$ cat src/core/pwmdac_pkg.sv
// package with register map, field positions, reset values and timing counts
package pwmdac_pkg;
	// register byte offsets (8-bit register port)
	localparam logic [7:0] ADDR_CODE_LOW_0  = 8'h2F;
	localparam logic [7:0] ADDR_CODE_LOW_1  = 8'h30;
	localparam logic [7:0] ADDR_CODE_HIGH_0 = 8'h31;
	localparam logic [7:0] ADDR_CODE_HIGH_1 = 8'h32;
	localparam logic [7:0] ADDR_ON_0        = 8'h40;
	localparam logic [7:0] ADDR_ON_1        = 8'h41;
	localparam logic [7:0] ADDR_OFF_0       = 8'h42;
	localparam logic [7:0] ADDR_OFF_1       = 8'h43;
	localparam logic [7:0] ADDR_PULSE_EN    = 8'h44;
	localparam logic [7:0] ADDR_CONV_CFG    = 8'h45;
	localparam logic [7:0] ADDR_CONV_CTRL   = 8'h46;
	localparam logic [7:0] ADDR_ROUTE_CTRL  = 8'h47;
	localparam logic [7:0] ADDR_STATUS      = 8'h48;
	// field positions
	localparam int BIT_PULSE_EN   = 0;
	localparam int BIT_RATIO      = 0;
	localparam int BIT_CURRENT    = 1;
	localparam int BIT_GAIN_LO    = 2;
	localparam int BIT_CONV_EN    = 0;
	localparam int BIT_ROUTE_AMP  = 0;
	// widths and reset values
	localparam int CODE_W = 14;
	localparam int TIMER_W = 16;
	localparam logic [13:0] CODE_RESET = 14'h0000;
	localparam logic [15:0] INTERVAL_RESET = 16'h0001;
	// timing: tick rate derived from system clock
	localparam int CLK_HZ = 100_000_000;
	localparam int TICK_HZ = 4_000_000;
	localparam int TICK_DIV = CLK_HZ / TICK_HZ;
endpackage

$ cat src/core/pwmdac_tick_if.sv
// interface carrying the tick enable between divider and pulse core
`timescale 1ns/1ns
interface pwmdac_tick_if;
	logic run;
	logic tick;
	modport divider (input run, output tick);
	modport core (output run, input tick);
endinterface

$ cat src/core/pwmdac_top.sv
// pulse generator with converter code select and output routing control
`timescale 1ns/1ns
module pwmdac_top (
	// clock and resets
	input  wire logic        clk,
	input  wire logic        sys_rst,
	input  wire logic        cpu_rst,
	// register port
	input  wire logic        reg_wr,
	input  wire logic        reg_rd,
	input  wire logic [7:0]  reg_addr,
	input  wire logic [7:0]  reg_wdata,
	output logic      [7:0]  reg_rdata,
	// pulse outputs
	output logic             digital_out_pos_pin,
	output logic             digital_out_neg_pin,
	// converter and analog control
	output logic      [13:0] conv_code,
	output logic             amp_from_pulse,
	output logic             conv_to_amp,
	output logic             conv_to_probe,
	output logic             ref_ratiometric,
	output logic             amp_current_mode,
	output logic      [1:0]  amp_gain
);
	////////////////////////////////////////////////////////////////////////
	typedef enum logic {PWMDAC_LOW, PWMDAC_HIGH} pwmdac_phase_e;

	pwmdac_tick_if tk ();

	logic [13:0] code_low_reg, code_low_next, code_high_reg, code_high_next;
	logic [15:0] on_reg, on_next, off_reg, off_next;
	logic [15:0] on_act_reg, on_act_next, off_act_reg, off_act_next;
	logic [15:0] timer_reg, timer_next;
	logic [7:0]  en_reg, en_next, cfg_reg, cfg_next, ctrl_reg, ctrl_next;
	logic [7:0]  route_reg, route_next, rdata_next;
	pwmdac_phase_e phase_reg, phase_next;
	logic [13:0] code_out_next;
	logic        pos_next, pulse_en, conv_en, follow;

	assign pulse_en = en_reg[pwmdac_pkg::BIT_PULSE_EN];
	assign conv_en  = ctrl_reg[pwmdac_pkg::BIT_CONV_EN];
	assign follow   = pulse_en && !conv_en;
	assign tk.run   = pulse_en;

	pwmdac_tick_div #(.DIV(pwmdac_pkg::TICK_DIV)) u_div (
		.clk     (clk),
		.sys_rst (sys_rst),
		.tk      (tk)
	);

	////////////////////////////////////////////////////////////////////////
	// register writes
	always_comb begin
		code_low_next  = code_low_reg;
		code_high_next = code_high_reg;
		on_next        = on_reg;
		off_next       = off_reg;
		en_next        = en_reg;
		cfg_next       = cfg_reg;
		ctrl_next      = ctrl_reg;
		route_next     = route_reg;
		if (cpu_rst) begin
			code_low_next  = pwmdac_pkg::CODE_RESET;
			code_high_next = pwmdac_pkg::CODE_RESET;
		end else if (reg_wr) begin
			unique case (reg_addr)
				pwmdac_pkg::ADDR_CODE_LOW_0:  code_low_next[7:0] = reg_wdata;
				pwmdac_pkg::ADDR_CODE_LOW_1:  code_low_next[13:8] = reg_wdata[5:0];
				pwmdac_pkg::ADDR_CODE_HIGH_0: code_high_next[7:0] = reg_wdata;
				pwmdac_pkg::ADDR_CODE_HIGH_1: code_high_next[13:8] = reg_wdata[5:0];
				default: ;
			endcase
		end
		if (reg_wr) begin
			unique case (reg_addr)
				pwmdac_pkg::ADDR_ON_0:       on_next[7:0] = reg_wdata;
				pwmdac_pkg::ADDR_ON_1:       on_next[15:8] = reg_wdata;
				pwmdac_pkg::ADDR_OFF_0:      off_next[7:0] = reg_wdata;
				pwmdac_pkg::ADDR_OFF_1:      off_next[15:8] = reg_wdata;
				pwmdac_pkg::ADDR_PULSE_EN:   en_next = {7'h00, reg_wdata[0]};
				pwmdac_pkg::ADDR_CONV_CFG:   cfg_next = {4'h0, reg_wdata[3:0]};
				pwmdac_pkg::ADDR_CONV_CTRL:  ctrl_next = {7'h00, reg_wdata[0]};
				pwmdac_pkg::ADDR_ROUTE_CTRL: route_next = {7'h00, reg_wdata[0]};
				default: ;
			endcase
		end
	end

	// read mux
	always_comb begin
		rdata_next = 8'h00;
		unique case (reg_addr)
			pwmdac_pkg::ADDR_CODE_LOW_0:  rdata_next = code_low_reg[7:0];
			pwmdac_pkg::ADDR_CODE_LOW_1:  rdata_next = {2'b00, code_low_reg[13:8]};
			pwmdac_pkg::ADDR_CODE_HIGH_0: rdata_next = code_high_reg[7:0];
			pwmdac_pkg::ADDR_CODE_HIGH_1: rdata_next = {2'b00, code_high_reg[13:8]};
			pwmdac_pkg::ADDR_ON_0:        rdata_next = on_reg[7:0];
			pwmdac_pkg::ADDR_ON_1:        rdata_next = on_reg[15:8];
			pwmdac_pkg::ADDR_OFF_0:       rdata_next = off_reg[7:0];
			pwmdac_pkg::ADDR_OFF_1:       rdata_next = off_reg[15:8];
			pwmdac_pkg::ADDR_PULSE_EN:    rdata_next = en_reg;
			pwmdac_pkg::ADDR_CONV_CFG:    rdata_next = cfg_reg;
			pwmdac_pkg::ADDR_CONV_CTRL:   rdata_next = ctrl_reg;
			pwmdac_pkg::ADDR_ROUTE_CTRL:  rdata_next = route_reg;
			pwmdac_pkg::ADDR_STATUS:      rdata_next = {7'h00, phase_reg == PWMDAC_HIGH};
			default:                      rdata_next = 8'h00;
		endcase
		if (!reg_rd) begin
			rdata_next = reg_rdata;
		end
	end

	////////////////////////////////////////////////////////////////////////
	// pulse timer: counts ticks within the current phase
	always_comb begin
		timer_next   = timer_reg;
		phase_next   = phase_reg;
		on_act_next  = on_act_reg;
		off_act_next = off_act_reg;
		if (!pulse_en) begin
			timer_next = 16'h0000;
			phase_next = PWMDAC_LOW;
		end else if (tk.tick) begin
			unique case (phase_reg)
				PWMDAC_LOW: begin
					if (timer_reg == 16'h0000 || timer_reg >= off_act_reg) begin
						timer_next   = 16'h0001;
						phase_next   = (on_reg != 16'h0000) ? PWMDAC_HIGH : PWMDAC_LOW;
						on_act_next  = on_reg;
						off_act_next = off_reg;
					end else begin
						timer_next = timer_reg + 16'h0001;
					end
				end
				PWMDAC_HIGH: begin
					if (timer_reg >= on_act_reg) begin
						timer_next = 16'h0001;
						phase_next = (off_act_reg != 16'h0000) ? PWMDAC_LOW : PWMDAC_HIGH;
					end else begin
						timer_next = timer_reg + 16'h0001;
					end
				end
			endcase
		end
	end

	// output selection
	always_comb begin
		pos_next      = (phase_next == PWMDAC_HIGH);
		code_out_next = code_low_reg;
		if (follow && pos_next) begin
			code_out_next = code_high_reg;
		end
	end

	////////////////////////////////////////////////////////////////////////
	// registers
	always_ff @(posedge clk or posedge sys_rst) begin
		if (sys_rst) begin
			code_low_reg        <= pwmdac_pkg::CODE_RESET;
			code_high_reg       <= pwmdac_pkg::CODE_RESET;
			on_reg              <= pwmdac_pkg::INTERVAL_RESET;
			off_reg             <= pwmdac_pkg::INTERVAL_RESET;
			on_act_reg          <= pwmdac_pkg::INTERVAL_RESET;
			off_act_reg         <= pwmdac_pkg::INTERVAL_RESET;
			timer_reg           <= 16'h0000;
			phase_reg           <= PWMDAC_LOW;
			en_reg              <= 8'h00;
			cfg_reg             <= 8'h00;
			ctrl_reg            <= 8'h00;
			route_reg           <= 8'h00;
			reg_rdata           <= 8'h00;
			digital_out_pos_pin <= 1'b0;
			digital_out_neg_pin <= 1'b1;
			conv_code           <= pwmdac_pkg::CODE_RESET;
			amp_from_pulse      <= 1'b0;
			conv_to_amp         <= 1'b0;
			conv_to_probe       <= 1'b1;
			ref_ratiometric     <= 1'b0;
			amp_current_mode    <= 1'b0;
			amp_gain            <= 2'b00;
		end else begin
			code_low_reg        <= code_low_next;
			code_high_reg       <= code_high_next;
			on_reg              <= on_next;
			off_reg             <= off_next;
			on_act_reg          <= on_act_next;
			off_act_reg         <= off_act_next;
			timer_reg           <= timer_next;
			phase_reg           <= phase_next;
			en_reg              <= en_next;
			cfg_reg             <= cfg_next;
			ctrl_reg            <= ctrl_next;
			route_reg           <= route_next;
			reg_rdata           <= rdata_next;
			digital_out_pos_pin <= pos_next;
			digital_out_neg_pin <= !pos_next;
			conv_code           <= code_out_next;
			amp_from_pulse      <= follow;
			conv_to_amp         <= route_reg[pwmdac_pkg::BIT_ROUTE_AMP];
			conv_to_probe       <= !route_reg[pwmdac_pkg::BIT_ROUTE_AMP];
			ref_ratiometric     <= cfg_reg[pwmdac_pkg::BIT_RATIO];
			amp_current_mode    <= cfg_reg[pwmdac_pkg::BIT_CURRENT];
			amp_gain            <= cfg_reg[pwmdac_pkg::BIT_GAIN_LO +: 2];
		end
	end
endmodule

$ cat src/core/pwmdac_tick_div.sv
// divider making a one-cycle 4 MHz tick enable from the system clock
`timescale 1ns/1ns
module pwmdac_tick_div #(
	parameter int DIV = pwmdac_pkg::TICK_DIV
) (
	// clock and reset
	input  wire logic       clk,
	input  wire logic       sys_rst,
	// tick link
	pwmdac_tick_if.divider  tk
);
	logic [7:0] cnt_reg;
	logic [7:0] cnt_next;
	logic       tick_reg;
	logic       tick_next;

	// count up while running, pulse on wrap
	always_comb begin
		cnt_next  = cnt_reg;
		tick_next = 1'b0;
		if (!tk.run) begin
			cnt_next = 8'h00;
		end else if (cnt_reg == 8'(DIV - 1)) begin
			cnt_next  = 8'h00;
			tick_next = 1'b1;
		end else begin
			cnt_next = cnt_reg + 8'h01;
		end
	end

	// register divider state
	always_ff @(posedge clk or posedge sys_rst) begin
		if (sys_rst) begin
			cnt_reg  <= 8'h00;
			tick_reg <= 1'b0;
		end else begin
			cnt_reg  <= cnt_next;
			tick_reg <= tick_next;
		end
	end

	assign tk.tick = tick_reg;
endmodule

$ cat config.mk
export PLATFORM = sky130hd
export DESIGN_NAME = pwmdac_top
export DESIGN_NICKNAME = d
export VERILOG_FILES = /design/src/core/pwmdac_pkg.sv /design/src/core/pwmdac_tick_if.sv /design/src/core/pwmdac_top.sv /design/src/core/pwmdac_tick_div.sv
export SDC_FILE = /design/constraint.sdc
export NUM_CORES = 1
export LEC_CHECK = 0
export BUFFER_PORTS_ARGS = -buffer_cell sky130_fd_sc_hd__buf_2
export CAP_MARGIN = 0
export CORE_UTILIZATION = 40
export CTS_CLUSTER_DIAMETER = 40
export CTS_CLUSTER_SIZE = 16
export DETAILED_ROUTE_END_ITERATION = 10
export PLACE_DENSITY = 0.68
export RECOVER_POWER = 100
export SYNTH_ARGS = -nofsm -noshare
export SYNTH_HDL_FRONTEND = slang
export SYNTH_SLANG_ARGS = --single-unit
$ cat constraint.sdc
create_clock -name clk -period 11.7 [get_ports clk]
set_clock_uncertainty 0.2 [all_clocks]
set_input_delay 0 -clock clk [delete_from_list [all_inputs] [get_ports clk]]
set_output_delay 0 -clock clk [all_outputs]
set_load 0.01 [all_outputs]
==> results.toml, run 1 <==
[clock_tree]
cts_sinks = 155
cts_root_buf = "clkbuf_16"
h-tree-depth = 4
cts_resized = 0
insertion_delay_ns = 0.43
cts_tree = "built"
cts_buffers = 17
clkSlewWorstSetupHoldPaths_ns = 0.07
cts_setup_buffers = 0
cts_max_path_buffers = 2
holdBufCountCts = 25

[critical_path]
cp_num_buf_inv = 1
endpoint = "on_act_reg[0]"
cp_top_family = "buffers and inverters"
cp_slowest_cell = "clkbuf_1"
reg2reg_slack_ns = 7.55
slowest_delay_ns = 1.51
cp_max_fo = 62
cp.required_ns = 11.85
r2r_end = "on_act_reg[0]"
cp-startpoint = "timer_reg[13]"
arrival_ns = 4.30
r2r_cells = 8
start_kind = "register"
path_class = "register to register"
cp_num_cells = 8
worstReg2RegStart = "timer_reg[13]"
path_cells = "ha_1 -> and4_1 -> nand2_1 -> or4_1 -> nand3b_2 -> and3_1 -> clkbuf_1 -> mux2_2"
worst_setup_path_end_kind = "register"

[synthesis]
synthesis.area_mm2 = 0.007749
synth_cells = 745
synthAdderAreaFrac_pct = 5.813
synth_edf_count = 0
synth_common_cells = "dfrtp_1, nand2_1, nor2_1"
synth_xor_area_share_pct = 0.5652
muxShareOfSynthArea_pct = 13.69
synth-seq-cells = 155
ys_top_cells_by_area = "dfrtp_1, mux2_2, ha_1"
yosys.area_share.simple_pct = 15.26
yosysWarnings = 0
yosysMostFrequentCell = "dfrtp_1"
synth-seq-area-share_pct = 50.15
yosys.area.top_type = "dfrtp_1"
synth_flop_cell = "dfrtp_1"
synth.distinct_cells = 62
avgSynthCellArea_um2 = 10.40
async_reset_ff_share_pct = 100.0
syn_nets = 802
synth_compound_area_share_pct = 10.21
synth_top_family_by_area = "simple AND/OR/NAND/NOR gates"
synth_top_area_share_pct = 48.12

[global_route]
grt_pass1_vias = 5613
overflow = 0
grtUsageMet2_pct = 30.22
grt_first_pass_wirelength_um = 30350
antenna_found_initial = 0
grt_max_degree = 82
track_usage_pct = 19.72
grt_util_met3_pct = 3.125
use_met1_pct = 28.32
grt_busiest_layer = "met2"

[layout]
syn_to_final_growth_pct = 14.58
final_util_pct = 47.15
n_antenna_cell = 0
nNetsFinal = 863
drive_gt1_share_pct = 13.55

[timing]
finalSetupViolCount = 0
max_freq_mhz = 240.9
hold_slack_ns = 0.07491
fin_crit_sh_pct = 35.48
tightest_slew_ns = 3.221
hold_viol = 0
slew_viol_final = 155
totalNegativeSetupSlack_ns = 0
maxSlewHeadroom_pct = -115.9
fin_crit_ns = 4.151
rsz0062_at_grt = "false"

[power]
power.total_mw = 1.132
max-vdd-ir-drop_mv = 0.06575
internal-power_mw = 0.8446
pwr-share-seq_pct = 49.1
switchingPower_mw = 0.2878
powerDensity_mw_per_mm2 = 127.5
clkPwrFrac_pct = 46.0
power.leakage_nw = 4.079
switching_share_pct = 25.42
p_comb_share_pct = 4.9

[routing]
drt_iter0_drc = 577
via_per_inst = 5.487
vias = 5921
wl_um = 18910
post_drt_wl_per_cell_um = 17.52
first_pass_iters = 5
postRouteAntennaNets = 0
drc = 0

[outcome]
violations = "max-capacitance violations, max-slew violations"
status = "complete, but fails checks"

[run]
drv_cap = 3

[die]
ios = 52
dieArea_mm2 = 0.01993
start_util_pct = 41.15
die_w_um = 141.2
num_rows = 50
design.core.area_mm2 = 0.01883
chipHeight_um = 141.2

[placed_design]
gp_congestion = 0.8783
post-dp-hpwl_um = 12820
portBuffers = 51

[min_path]
hold_path_class = "primary input to register"
[how the worst min path moves through the flow]
stage	cells past startpoint	endpoint	from	slack [ns]
global route	5	reg_rdata[0]	reg_addr[5]	0.10
floorplan	2	code_low_reg[4]	reg_wdata[4]	-0.06
global placement	2	timer_reg[12]	sys_rst	-0.03
CTS	5	ctrl_reg[0]	reg_addr[5]	0.02
detailed placement	2	timer_reg[10]	sys_rst	-0.04
finish	5	reg_rdata[0]	reg_addr[5]	0.07
[layout make-up]
type | count | area, um2
clock buffers | 17 | 425.4
clock inverters | 15 | 133.9
fillers | 1744 | 9952
flip-flops and latches | 155 | 3886
repair buffers | 80 | 481.7
multi-input cells | 511 | 3471
well taps | 260 | 325.3
inverters | 41 | 155.1
[logic make-up (layout without fill, tap and decap cells)]
| group | Yosys count | count (layout) |
|---|---|---|
| AOI/OAI and AO/OA | 135 | 135 |
| xor gates and xnor gates | 5 | 5 |
| adders and majority gates | 36 | 36 |
| buffers and inverters | 79 | 153 |
| DFF | 155 | 155 |
| muxes | 89 | 89 |
| and+or+nand+nor | 246 | 246 |
[per-layer routing]
layer | vias to the layer above | wire length, um
met5 | - | 0
met4 | 0 | 337
met2 | 210 | 8728
li1 | 2756 | -
met1 | 2923 | 8736
met3 | 32 | 1104
[per-stage QoR]
stage / setup WS, ns / instance area (um2) / std cells
4_1_cts: 8.694 / 8994 / 1079
2_1_floorplan: 7.332 / 7749 / 745
3_3_place_gp: 8.744 / 8184 / 1022
6_report: 7.549 / 8879 / 1079
3_5_place_dp: 8.718 / 8184 / 1022
5_1_grt: 7.130 / 8879 / 1079
[placed cells by master, fill, tap and decap left out, drive strengths merged, types with 25 or more instances in the layout]
cell         Yosys  routed
o21ai           60      60
a21oi           36      36
ha              36      36
nand3           33      33
clkbuf          28      54
inv             40      47
dlygate4sd3      0      25
mux2i           28      28
mux2            56      56
nand2           81      81
dfrtp          149     149
nor2            67      67
[tightest hold or removal path, stage by stage]
cell and delay, ns:
buf_2 0.08, or4b_1 0.16, or2_2 0.13, o2111a_1 0.24, nor2_1 0.05
[power by group through the flow]
stage | combinational, mW | clock, mW | sequential [mW]
4_1_cts | 0.0574 | 0.527 | 0.555
6_report | 0.0553 | 0.521 | 0.556
5_1_grt | 0.0607 | 0.551 | 0.557
2_1_floorplan | 0.0325 | 0 | 0.563
3_3_place_gp | 0.0529 | 0 | 0.565
3_5_place_dp | 0.0533 | 0 | 0.565
Note: power is estimated with default switching activity, not from simulation.
==> inputs of run 2 (changes only) <==
--- a/config.mk
+++ b/config.mk
@@ -11,7 +11,7 @@
 export CTS_CLUSTER_DIAMETER = 40
 export CTS_CLUSTER_SIZE = 16
 export DETAILED_ROUTE_END_ITERATION = 10
-export PLACE_DENSITY = 0.68
+export PLACE_DENSITY = 0.7
 export RECOVER_POWER = 100
 export SYNTH_ARGS = -nofsm -noshare
 export SYNTH_HDL_FRONTEND = slang
==> constraint.sdc (replaced) <==
create_clock -name clk -period 3.6 [get_ports clk]
set_clock_uncertainty 0.2 [all_clocks]
set_input_delay 0 -clock clk [delete_from_list [all_inputs] [get_ports clk]]
set_output_delay 0 -clock clk [all_outputs]
set_load 0.01 [all_outputs]
==> run 2 against run 1 <==
  * The run now ends clean
  * Flip-flop and latch count unchanged
  * Sequential power increased to 3.3 times the previous value
  * Final area increased by 1.7%
  * Cell count increased by 0.83%
  * Largest power group is now clock
==> results.toml, run 2 (synthesized netlist as in run 1, its figures left out) <==
[outcome]
status = "completed"

[global_route]
grt_util_met3_pct = 4.586
grt_pass1_vias = 5826
track_usage_pct = 20.63
use_met1_pct = 27.91
grt_first_pass_wirelength_um = 31260
grtUsageMet2_pct = 31.40
grt_busiest_layer = "met2"
grt_max_degree = 101
overflow = 0
antenna_found_initial = 0

[timing]
totalNegativeSetupSlack_ns = 0
maxSlewHeadroom_pct = 3.511
slew_viol_final = 0
hold_slack_ns = 0.02371
fin_crit_sh_pct = 87.87
rsz0062_at_grt = "false"
tightest_slew_ns = 1.447
fin_crit_ns = 3.163
finalSetupViolCount = 0
hold_viol = 0
max_freq_mhz = 316.1

[min_path]
hold_path_class = "primary input to register"
hold_path.startpoint = "reg_addr[2]"
min_to = "code_low_reg[3]"
whs_path_depth = 6

[power]
powerDensity_mw_per_mm2 = 429.3
power.total_mw = 3.875
max-vdd-ir-drop_mv = 0.2433
power.leakage_nw = 4.170

[critical_path]
cp_top_family = "compound AO/OA/AOI/OAI gates"
cp_slowest_cell = "a2111oi_0"
path_class = "register to register"
arrival_ns = 3.28
cp_max_fo = 14
worst_setup_path_end_kind = "register"
r2r_end = "conv_code[1]"
slowest_delay_ns = 0.45
r2r_cells = 9
path_cells = "inv_1 -> ha_1 -> nand2b_1 -> a2111oi_0 -> or4_1 -> nand3b_2 -> a21boi_0 -> nand2b_4 -> mux2_2"
reg2reg_slack_ns = 0.44
cp_num_buf_inv = 1
worstReg2RegStart = "timer_reg[0]"
cp.required_ns = 3.72
start_kind = "register"

[layout]
final_util_pct = 47.93
drive_gt1_share_pct = 14.61
nNetsFinal = 872
num-fill-cells = 1738
final_cell_mix = "dfrtp_1, nand2_1, nor2_1"
design_area_mm2 = 0.009026
final_common_cell = "dfrtp_1"
syn_to_final_growth_pct = 16.49
n_antenna_cell = 0

[placed_design]
post-dp-hpwl_um = 13180
place_area_mm2 = 0.008283
portBuffers = 51
gp_congestion = 0.8902

[clock_tree]
cts_buffers = 17
h-tree-depth = 4
cts_setup_buffers = 0
cts_root_buf = "clkbuf_16"
cts_sinks = 155
clkSlewWorstSetupHoldPaths_ns = 0.06
insertion_delay_ns = 0.44
cts_tree = "built"
cts_max_path_buffers = 2

[routing]
post_drt_wl_per_cell_um = 17.68
vias = 5905
drc = 0
postRouteAntennaNets = 0
first_pass_iters = 7
wl_um = 19240
drt_iter0_drc = 508
via_per_inst = 5.427

[die]
die_w_um = 141.2
num_rows = 50
ios = 52
design.core.area_mm2 = 0.01883
start_util_pct = 41.15
chipHeight_um = 141.2
dieArea_mm2 = 0.01993

[run]
drv_cap = 0
==> run 2: final cells by class <==
cell class,count,area (um2),area share [%]
repair buffers,89,559.3,6.196
flip-flops and latches,155,3886,43.06
multi-input cells,511,3478,38.54
inverters,41,155.1,1.719
well taps,260,325.3,3.604
clock buffers,18,439.2,4.866
clock inverters,14,182.7,2.024
==> run 2: how the worst max path moves through the flow <==
| stage | start | end | slack, ns | depth (start not counted) |
|---|---|---|---|---|
| 2_1_floorplan | timer_reg[13] | conv_code[10] | 1.02 | 9 |
| 3_3_place_gp | timer_reg[9] | on_act_reg[0] | 0.71 | 8 |
| 3_5_place_dp | timer_reg[10] | on_act_reg[0] | 0.66 | 8 |
| 4_1_cts | timer_reg[10] | on_act_reg[0] | 0.65 | 8 |
| 5_1_grt | timer_reg[10] | on_act_reg[2] | 0.27 | 10 |
| 6_report | timer_reg[0] | conv_code[1] | 0.44 | 9 |
==> run 2: power by group <==
group | internal [mW] | switching (mW)
clock | 1.12 | 0.758
combinational | 0.0652 | 0.122
sequential | 1.78 | 0.0299
total | 2.96 | 0.910
==> run 2: repair_timing <==
item | 4_1_cts | 5_1_grt
hold buffers | 24 | 0
endpoints found under the hold margin | 225 | 0
gates resized for setup | 0 | 0
==> run 2: per-stage QoR <==
| step | cells | setup WS, ns |
|---|---|---|
| after floorplan | 745 | 1.023 |
| after global placement | 1032 | 0.7097 |
| after detailed placement | 1032 | 0.6583 |
| after CTS | 1088 | 0.6505 |
| after global routing | 1088 | 0.2714 |
| final | 1088 | 0.4366 |
==> run 2: layer usage <==
| layer | wire, um | part of all wire [%] |
|---|---|---|
| met4 | 524 | 2.7 |
| met3 | 1137 | 5.9 |
| met2 | 8952 | 47 |
| met5 | 0 | 0 |
| met1 | 8622 | 45 |
==> run 2: tightest hold or removal path: cells and delay by family <==
| family | cells | cell delay, ns |
|---|---|---|
| compound gates | 1 | 0.06 |
| buf+inv | 2 | 0.34 |
| simple gates | 3 | 0.22 |
